### src/pee_pkg.sv
// Constants shared by the parallel EEPROM host controller and its pin sequencer.
// Assumes a 100 MHz system clock and a device that keeps its own program timing.
// Function
// Device drives stored byte only with write strobe high, chip select and output enable low.
// Device floats the data bus when chip select or output enable is high.
// Writes need chip select and write strobe low with output enable held high.
// Host may strobe a write on either write strobe or chip select line.
// Device captures address on the later falling edge of the two strobes.
// Device captures data on the earlier rising edge of the two strobes.
// Device erases and programs the byte itself within 5 ms.
// Each write strobe rise restarts a 100 us byte load window timer.
// Strobe falling within the window defers programming; host keeps loads within it; host times its window from GAP_CYC cycles after the strobe rise.
// Host spaces byte loads between 0.1 us and 100 us.
// Device ignores write strobe pulses shorter than 20 ns.
// Device inhibits writes for 5 to 10 ms after power-up.
// Host waits 100 us after power-up before its first read.
// Host holds each write strobe pulse low for at least 100 ns.
// While programming, reading the last byte returns bit seven complemented.
// While programming, successive reads toggle data bit six.
// Loads within the window fill a 128-byte page chosen by upper nine bits.
// Host issues no new write until the previous program cycle has ended.
package pee_pkg;
	localparam int ADDR_W          = 16;
	localparam int DATA_W          = 8;
	localparam int CLK_PERIOD_NS   = 10;
	// Printed times, each in its own unit
	localparam int READ_ACCESS_NS  = 150;
	localparam int STROBE_LOW_NS   = 100;
	localparam int LOAD_GAP_MIN_NS = 100;
	localparam int LOAD_WINDOW_US  = 100;
	localparam int PWRUP_READ_US   = 100;
	localparam int PWRUP_WRITE_MS  = 10;
	localparam int PROGRAM_MS      = 5;
	localparam int FLOAT_NS        = 50;
	// Cycle counts: least times round up, longest round down
	localparam int READ_CYC   = (READ_ACCESS_NS + CLK_PERIOD_NS - 1) / CLK_PERIOD_NS + 1;
	localparam int STROBE_CYC = (STROBE_LOW_NS + CLK_PERIOD_NS - 1) / CLK_PERIOD_NS;
	localparam int GAP_CYC    = (LOAD_GAP_MIN_NS + CLK_PERIOD_NS - 1) / CLK_PERIOD_NS;
	localparam int FLOAT_CYC  = (FLOAT_NS + CLK_PERIOD_NS - 1) / CLK_PERIOD_NS;
	localparam int WINDOW_CYC = LOAD_WINDOW_US * 1000 / CLK_PERIOD_NS;
	localparam int PUR_CYC    = PWRUP_READ_US * 1000 / CLK_PERIOD_NS;
	localparam int PUW_CYC    = PWRUP_WRITE_MS * 1000000 / CLK_PERIOD_NS;
	localparam int PROG_CYC   = PROGRAM_MS * 1000000 / CLK_PERIOD_NS;
	localparam int PAGE_LSB   = 7;
	localparam int POLL_BIT   = 7;
	localparam int TOGGLE_BIT = 6;
	localparam int CNT_W      = 24;
	typedef enum logic [1:0] {PEE_OP_READ, PEE_OP_WRITE, PEE_OP_POLL} pee_op_t;
endpackage

### src/pee_seq_if.sv
// Request and answer bundle between the host controller and its pin sequencer.
// Assumes both ends share one clock.
`timescale 1ns/1ns
`default_nettype none
interface pee_seq_if;
	import pee_pkg::*;
	logic              start;
	logic              wr;
	logic [ADDR_W-1:0] addr;
	logic [DATA_W-1:0] wdata;
	logic              done;
	logic [DATA_W-1:0] rdata;
	modport ctl (output start, output wr, output addr, output wdata, input done, input rdata);
	modport seq (input start, input wr, input addr, input wdata, output done, output rdata);
endinterface
`default_nettype wire

### src/pee_pin_seq.sv
// One bus cycle on the EEPROM pins: a read or a write strobed on the write line.
// Assumes the caller keeps requests spaced and has passed the power-up waits.
`timescale 1ns/1ns
`default_nettype none
module pee_pin_seq
	import pee_pkg::*;
(
	// Clock and reset
	input  wire logic        clk,
	input  wire logic        rst,
	// Request side
	pee_seq_if.seq           rq,
	// Device pins
	output logic             ce_n,
	output logic             oe_n,
	output logic             we_n,
	output logic [ADDR_W-1:0] addr,
	output logic [DATA_W-1:0] dq_o,
	output logic             dq_oe,
	input  wire logic [DATA_W-1:0] dq_i
);
	typedef enum logic [2:0] {S_IDLE, S_RD, S_WR, S_REL, S_GAP} pee_ps_t;
	pee_ps_t          st_q, st_d;
	logic [7:0]        cnt_q, cnt_d;
	logic              ce_q, ce_d, oe_q, oe_d, we_q, we_d, drv_q, drv_d, done_q, done_d;
	logic [ADDR_W-1:0] a_q, a_d;
	logic [DATA_W-1:0] w_q, w_d, r_q, r_d;

	// Next state of the pin sequence
	always_comb begin
		st_d = st_q; cnt_d = cnt_q; ce_d = ce_q; oe_d = oe_q; we_d = we_q;
		drv_d = drv_q; a_d = a_q; w_d = w_q; r_d = r_q; done_d = 1'b0;
		unique case (st_q)
			S_IDLE: if (rq.start) begin
				a_d = rq.addr; w_d = rq.wdata; cnt_d = 8'h00; ce_d = 1'b0;
				if (rq.wr) begin
					// Output enable stays high so the device sees a write
					oe_d = 1'b1; we_d = 1'b0; drv_d = 1'b1; st_d = S_WR;
				end else begin
					we_d = 1'b1; oe_d = 1'b0; drv_d = 1'b0; st_d = S_RD;
				end
			end
			S_RD: begin
				cnt_d = cnt_q + 8'h01;
				if (cnt_q == 8'(READ_CYC - 1)) begin
					r_d = dq_i; ce_d = 1'b1; oe_d = 1'b1; cnt_d = 8'h00; st_d = S_REL;
				end
			end
			S_WR: begin
				cnt_d = cnt_q + 8'h01;
				// Strobe held the full width, far above the glitch filter
				if (cnt_q == 8'(STROBE_CYC - 1)) begin
					we_d = 1'b1; cnt_d = 8'h00; st_d = S_GAP;
				end
			end
			S_REL: begin
				// Wait out the device's float time before anyone turns the bus
				cnt_d = cnt_q + 8'h01;
				if (cnt_q == 8'(FLOAT_CYC - 1)) begin
					done_d = 1'b1; st_d = S_IDLE;
				end
			end
			S_GAP: begin
				// Data held past the rise, then chip select and drive drop
				ce_d = 1'b1; drv_d = 1'b0; cnt_d = cnt_q + 8'h01;
				if (cnt_q == 8'(GAP_CYC - 1)) begin
					done_d = 1'b1; st_d = S_IDLE;
				end
			end
			default: st_d = S_IDLE;
		endcase
	end

	// Registers
	always_ff @(posedge clk) begin
		if (rst) begin
			st_q <= S_IDLE; cnt_q <= 8'h00; ce_q <= 1'b1; oe_q <= 1'b1; we_q <= 1'b1;
			drv_q <= 1'b0; a_q <= '0; w_q <= '0; r_q <= '0; done_q <= 1'b0;
		end else begin
			st_q <= st_d; cnt_q <= cnt_d; ce_q <= ce_d; oe_q <= oe_d; we_q <= we_d;
			drv_q <= drv_d; a_q <= a_d; w_q <= w_d; r_q <= r_d; done_q <= done_d;
		end
	end

	assign ce_n     = ce_q;
	assign oe_n     = oe_q;
	assign we_n     = we_q;
	assign addr     = a_q;
	assign dq_o     = w_q;
	assign dq_oe    = drv_q;
	assign rq.done  = done_q;
	assign rq.rdata = r_q;
endmodule
`default_nettype wire

### src/pee_host.sv
// Host controller for an asynchronous 64K x 8 parallel EEPROM.
// Assumes pins sampled synchronously; device times its own program cycle.
`timescale 1ns/1ns
`default_nettype none
module pee_host
	import pee_pkg::*;
#(
	parameter int PUR_CYCLES    = PUR_CYC,
	parameter int PUW_CYCLES    = PUW_CYC,
	parameter int WINDOW_CYCLES = WINDOW_CYC,
	parameter int PROG_CYCLES   = PROG_CYC
)(
	// Clock and reset
	input  wire logic              CLK_SYS,
	input  wire logic              RESET,
	// User command port
	input  wire logic              REQ_VALID,
	input  wire logic [1:0]        REQ_OP,
	input  wire logic [ADDR_W-1:0] REQ_ADDR,
	input  wire logic [DATA_W-1:0] REQ_WDATA,
	output logic                   REQ_READY,
	output logic                   RSP_VALID,
	output logic [DATA_W-1:0]      RSP_RDATA,
	output logic                   PROG_BUSY,
	// EEPROM pins
	output logic                   EE_CE_N,
	output logic                   EE_OE_N,
	output logic                   EE_WE_N,
	output logic [ADDR_W-1:0]      EE_ADDR,
	output logic [DATA_W-1:0]      EE_DQ_O,
	output logic                   EE_DQ_OE,
	input  wire logic [DATA_W-1:0] EE_DQ_I
);
	typedef enum logic [1:0] {H_WAIT, H_IDLE, H_RUN} pee_hs_t;
	pee_seq_if sq();
	pee_hs_t          st_q, st_d;
	logic [CNT_W-1:0] up_q, up_d, win_q, win_d, prog_q, prog_d;
	logic             rd_ok_q, rd_ok_d, wr_ok_q, wr_ok_d, rdy_q, rdy_d, rv_q, rv_d;
	logic             start_q, start_d, wr_q, wr_d, busy_q, busy_d, poll_q, poll_d;
	logic [ADDR_W-1:0] a_q, a_d, last_q, last_d;
	logic [DATA_W-1:0] w_q, w_d, rd_q, rd_d, last_w_q, last_w_d, prev_q, prev_d;
	logic             page_ok;

	// Same 128-byte page as the load in progress
	assign page_ok = (REQ_ADDR[ADDR_W-1:PAGE_LSB] == last_q[ADDR_W-1:PAGE_LSB]);

	// Power-up waits, byte load window and program-time tracking
	always_comb begin
		up_d = up_q; rd_ok_d = rd_ok_q; wr_ok_d = wr_ok_q;
		win_d = (win_q != '0) ? win_q - 1'b1 : win_q;
		prog_d = (prog_q != '0) ? prog_q - 1'b1 : prog_q;
		busy_d = busy_q;
		if (up_q != CNT_W'(PUW_CYCLES)) up_d = up_q + 1'b1;
		if (up_q >= CNT_W'(PUR_CYCLES)) rd_ok_d = 1'b1;
		if (up_q >= CNT_W'(PUW_CYCLES)) wr_ok_d = 1'b1;
		// Window ran out with a load pending: the device is now programming
		if (busy_q && win_q == CNT_W'(1)) prog_d = CNT_W'(PROG_CYCLES);
		if (busy_q && win_q == '0 && prog_q == CNT_W'(1)) busy_d = 1'b0;
		// A finished write, GAP_CYC cycles after its strobe rise, restarts the window
		if (sq.done && wr_q) begin
			win_d = CNT_W'(WINDOW_CYCLES); busy_d = 1'b1;
		end
	end

	// Command acceptance and responses
	always_comb begin
		st_d = st_q; rdy_d = 1'b0; rv_d = 1'b0; start_d = 1'b0; wr_d = wr_q;
		a_d = a_q; w_d = w_q; rd_d = rd_q; last_d = last_q; last_w_d = last_w_q;
		prev_d = prev_q; poll_d = poll_q;
		unique case (st_q)
			H_WAIT: if (rd_ok_q) begin
				st_d = H_IDLE; rdy_d = 1'b1;
			end
			H_IDLE: begin
				rdy_d = 1'b1;
				if (REQ_VALID && rdy_q) begin
					rdy_d = 1'b0; a_d = REQ_ADDR; w_d = REQ_WDATA; poll_d = 1'b0;
					if (REQ_OP == 2'(PEE_OP_WRITE)) begin
						// Writes wait for lockout and for any program cycle; a page
						// load continues only inside the window on the same page
						if (wr_ok_q && prog_q == '0 && (!busy_q || (win_q > CNT_W'(2) && page_ok))) begin
							wr_d = 1'b1; start_d = 1'b1; st_d = H_RUN;
							last_d = REQ_ADDR; last_w_d = REQ_WDATA;
						end else begin
							rdy_d = 1'b1;
						end
					end else if (busy_q && win_q != '0) begin
						rdy_d = 1'b1; // Reads would break a page load in progress
					end else begin
						wr_d = 1'b0; start_d = 1'b1; st_d = H_RUN;
						poll_d = (REQ_OP == 2'(PEE_OP_POLL));
						if (poll_d) a_d = last_q;
					end
				end
			end
			H_RUN: if (sq.done) begin
				st_d = H_IDLE; rdy_d = 1'b1;
				if (!wr_q) begin
					rv_d = 1'b1; rd_d = sq.rdata; prev_d = sq.rdata;
				end
			end
			default: st_d = H_WAIT;
		endcase
	end

	// Polling ends the busy view early: bit seven true and bit six steady
	logic poll_done;
	assign poll_done = poll_q && sq.done && !wr_q
		&& sq.rdata[POLL_BIT] == last_w_q[POLL_BIT]
		&& sq.rdata[TOGGLE_BIT] == prev_q[TOGGLE_BIT];

	always_ff @(posedge CLK_SYS) begin
		if (RESET) begin
			st_q <= H_WAIT; up_q <= '0; win_q <= '0; prog_q <= '0; rd_ok_q <= 1'b0;
			wr_ok_q <= 1'b0; rdy_q <= 1'b0; rv_q <= 1'b0; start_q <= 1'b0; wr_q <= 1'b0;
			busy_q <= 1'b0; poll_q <= 1'b0; a_q <= '0; w_q <= '0; rd_q <= '0;
			last_q <= '0; last_w_q <= '0; prev_q <= '0;
		end else begin
			st_q <= st_d; up_q <= up_d; win_q <= win_d; rd_ok_q <= rd_ok_d;
			wr_ok_q <= wr_ok_d; rdy_q <= rdy_d; rv_q <= rv_d; start_q <= start_d; wr_q <= wr_d;
			prog_q <= poll_done ? '0 : prog_d;
			busy_q <= poll_done ? 1'b0 : busy_d;
			poll_q <= poll_d; a_q <= a_d; w_q <= w_d; rd_q <= rd_d;
			last_q <= last_d; last_w_q <= last_w_d; prev_q <= prev_d;
		end
	end

	assign sq.start = start_q;
	assign sq.wr    = wr_q;
	assign sq.addr  = a_q;
	assign sq.wdata = w_q;

	// Pin sequencer; its outputs are registers, so the pins come from flops
	pee_pin_seq u_seq (
		.clk  (CLK_SYS),
		.rst  (RESET),
		.rq   (sq.seq),
		.ce_n (EE_CE_N),
		.oe_n (EE_OE_N),
		.we_n (EE_WE_N),
		.addr (EE_ADDR),
		.dq_o (EE_DQ_O),
		.dq_oe(EE_DQ_OE),
		.dq_i (EE_DQ_I)
	);

	assign REQ_READY = rdy_q;
	assign RSP_VALID = rv_q;
	assign RSP_RDATA = rd_q;
	assign PROG_BUSY = busy_q;
endmodule
`default_nettype wire

### config.mk
export PLATFORM = sky130hd
export DESIGN_NAME = pee_host
export DESIGN_NICKNAME = d
export VERILOG_FILES = /design/src/pee_pkg.sv /design/src/pee_seq_if.sv /design/src/pee_pin_seq.sv /design/src/pee_host.sv
export SDC_FILE = /design/constraint.sdc
export NUM_CORES = 1
export LEC_CHECK = 0
export ABC_CLOCK_PERIOD_IN_PS = 3100
export BUFFER_PORTS_ARGS = -buffer_cell sky130_fd_sc_hd__buf_4
export CAP_MARGIN = 20
export CORE_UTILIZATION = 59
export DETAILED_ROUTE_END_ITERATION = 8
export GPL_ROUTABILITY_DRIVEN = 0
export PLACE_DENSITY = 0.79
export REMOVE_ABC_BUFFERS = 1
export SLEW_MARGIN = 20
export SYNTH_ARGS = -nofsm -noshare
export SYNTH_HDL_FRONTEND = slang
export SYNTH_HIERARCHICAL = 1
export SYNTH_SLANG_ARGS = --single-unit
### constraint.sdc
create_clock -name CLK_SYS -period 3.1 [get_ports CLK_SYS]
set_input_delay 0.62 -clock CLK_SYS [delete_from_list [all_inputs] [get_ports CLK_SYS]]
set_output_delay 0.62 -clock CLK_SYS [all_outputs]
set_load 0.01 [all_outputs]
==> out/results.txt <==
status = completed
LEAKAGE = 0.00346 uW
port bufs = 75
Worst Hold End = u_seq/rq.rdata[5]$_SDFFE_PP0P_
relative slew slack = 46.7%
clk_skew = 0.00734 ns
Final setup viols = 0
Die Height = 120 um
Root Driver = clkbuf_16
register area share after synthesis = 43.4%
drt via density = 5.91
CTS resizes = 0
worst hold margin = 0.425 ns
unrepaired setup endpoints after global routing = false
Final period util = 80.4%
final total power = 6110 uW
VDD IR max = 0.683 mV
crit end category = flip-flop
grt total ovfl = 0
Synth warnings = 6
first-pass GRT wire length = 32.2 mm
fmax = 0.401 GHz
Post-synth EDFFs = 0
maxcap violations = 0
CP required = 3.39 ns
final hold violation count = 0
initial DRC count = 482
share of power burned in registers = 42.5%
area of the die = 14,500 um2
synthesized cell area = 8260 um2
Mapped Avg Cell Area = 8.29 um2
R2R Setup Slk = 0.61 ns
Layout Nets = 1,093
Register Area = 3580 um2
CP Data Arrival Time = 2.79 ns
clk slew on worst S/H paths = 0.06 ns
Antenna Nets Post-Route = 0
Slew Viols, Final = 0
Clk Latency, worst-skew pair = 0.43 ns
Final HPWL DP = 12.4 mm
Ports = 76
Synth Flop Type = dfxtp_1
Cell Count Post-Placement = 1,202
worst-path maximum fanout = 18
GR Util All Layers = 27.2%
initial antenna violation count = 0
worst r2r src = win_q[11]$_SDFFE_PP0P_
# DRC = 0
vias in the first global route = 6,942
Pint = 4220 uW
final cell count without fillers = 1,233
ys async rst share = 0%
via count = 7,283
area of the multi-input gates = 4370 um2
final worst slack = 0.607 ns
hold path startpoint = EE_DQ_I[5]
# diodes = 0
Yosys reg bits = 179
hold depth = 3
Detailed Route WL = 19.1 mm
Post-Synthesis Cells = 996
kind of critical path = reg -> reg
startpoint class of the critical path = flip-flop
hold_buf cts = 0
largest net degree at the start of global routing = 107
Psw = 1900 uW
Clock Path Buffers = 2
layout cells sized above 1 = 13.2%
Pwr Density = 644 nW/um2
clk sinks = 179
Switching Share = 31.0%
Cell Rows = 42
Die X = 120 um
Clk pwr share = 34.6%
Syn-to-layout area delta = 14.9%
FILL cells = 1,099
dpl ws = 0.662 ns
worst hold path type = in -> reg
post-CTS setup buffers = 0
min cycle time layout = 2.49 ns
Initial DRT Pass Iterations = 5
CTS tree = yes
Gate power share = 22.8%
Yosys cell types = 59
Routed wire per std cell = 15.5 um
# H-tree levels = 4
worst slew pin tran = 0.792 ns
Initial Util = 61.4%
R2R cell count = 5
FF-to-FF End = st_q[0]$_SDFFE_PP0P_
core area = 13,500 um2
TritonCTS buffer count = 17
[how the worst max path moves through the flow]
| stage | startpoint | depth (start not counted) | slack, ns | to |
|---|---|---|---|---|
| 2_1_floorplan | REQ_VALID | 5 | -2.01 | last_q[0]$_SDFFE_PP0P_ |
| 3_3_place_gp | win_q[11]$_SDFFE_PP0P_ | 6 | 0.71 | st_q[1]$_SDFFE_PP0P_ |
| 3_5_place_dp | prog_q[0]$_SDFFE_PP0P_ | 8 | 0.66 | last_q[9]$_SDFFE_PP0P_ |
| 4_1_cts | prog_q[0]$_SDFFE_PP0P_ | 8 | 0.62 | last_q[1]$_SDFFE_PP0P_ |
| 5_1_grt | win_q[11]$_SDFFE_PP0P_ | 5 | 0.32 | REQ_READY$_SDFF_PP0_ |
| 6_report | win_q[11]$_SDFFE_PP0P_ | 5 | 0.61 | st_q[0]$_SDFFE_PP0P_ |
[power by group through the flow]
stage / Clock [uW] / Sequential [uW] / Combinational (uW)
2_1_floorplan: 0 / 2610 / 1010
3_3_place_gp: 0 / 2630 / 1330
3_5_place_dp: 0 / 2640 / 1350
4_1_cts: 2150 / 2600 / 1380
5_1_grt: 2230 / 2630 / 1580
6_report: 2120 / 2600 / 1390
[per-stage QoR]
stage          area (um2)  util, %  TNS, ns
2_1_floorplan        8030        -   -38.11
3_3_place_gp         8910     66.3        0
3_5_place_dp         8910     66.3        0
4_1_cts              9490     70.6        0
5_1_grt              9490     70.6        0
6_report             9490     70.6        0
[registers in the layout, summed over array words and instances, names as in the netlist, 16 cells and up]
name        flops
up_q           24
win_q          24
prog_q         24
a_q            16
last_q         16
u_seq/addr     16
[placed cells by master (no fill, tap or decap), types with 6 or more instances in the layout]
cell and n:
a31oi_1 9, ha_1 11, o31ai_1 12, a311oi_1 18, or4_1 15, nor3_1 22, mux2i_1 30, nand2_1 158
nor4_1 23, o211ai_1 11, xor2_1 24, nand4_1 7, a21oi_1 79, dfxtp_1 179, xnor2_1 31, or3_1 18
nand3_1 44, and3_1 7, o21ai_1 6, nand3b_1 6, buf_4 84, or2_2 6, o21ai_0 37, nor2_1 90
a211oi_1 6, clkbuf_16 17, nand2b_1 7, inv_1 24
[synth_stat cells, types with 5 or more instances]
cell | count | area [um2]
or2_2 | 6 | 37.5
nand4_1 | 7 | 43.8
nand2_1 | 158 | 593
or4_1 | 15 | 113
mux2i_1 | 30 | 300
ha_1 | 11 | 138
a21oi_1 | 79 | 395
inv_1 | 24 | 90.1
nor2_1 | 91 | 342
nor3_1 | 22 | 110
o21ai_0 | 37 | 185
nand2b_1 | 7 | 43.8
dfxtp_1 | 179 | 3580
and2_1 | 5 | 31.3
clkbuf_1 | 41 | 154
nand3_1 | 44 | 220
a31oi_1 | 9 | 56.3
buf_2 | 6 | 30.0
xor2_1 | 24 | 210
and3_1 | 7 | 43.8
o211ai_1 | 11 | 82.6
nor4_1 | 24 | 150
a211oi_1 | 6 | 45.0
a311oi_1 | 18 | 158
o21ai_1 | 6 | 30.0
o31ai_1 | 12 | 90.1
xnor2_1 | 31 | 272
nand3b_1 | 6 | 45.0
or3_1 | 18 | 113
[worst max-delay path, cell delays in order, from the launching register on]
cell and delay (ns):
dfxtp_1 0.35, nor4_1 0.60, nand3_1 0.34, o21a_1 0.51
o311ai_0 0.49, a21oi_1 0.08
[area by class of cell]
class / instances / share of cell area, %
Multi-Input combinational cell: 738 / 46.0
Clock buffer: 22 / 5.00
Clock inverter: 9 / 1.11
Tap cell: 176 / 2.32
Timing Repair Buffer: 85 / 6.85
Inverter: 24 / 0.949
Sequential cell: 179 / 37.7
[logic make-up (layout without fill, tap and decap cells)]
kind of cell | Yosys count | in the layout | synth area share [%]
xor+xnor | 55 | 55 | 5.83
fa+ha+maj | 11 | 11 | 1.67
buf+inv | 79 | 140 | 3.95
flops | 179 | 179 | 43.4
mux | 31 | 31 | 3.82
simple gates | 436 | 436 | 25.9
compound gates | 205 | 205 | 15.5
[routing by layer]
metal | GRT usage, % | share of wire (%) | routed length (um) | up-vias
met5 | 0 | 0 | 0 | -
met4 | 9.41 | 1.2 | 225 | 0
met3 | 5.28 | 4.1 | 788 | 18
met2 | 44.9 | 48 | 9220 | 162
met1 | 35.5 | 47 | 8900 | 3469
li1 | - | - | - | 3634
(Power assumes the default switching activity.)
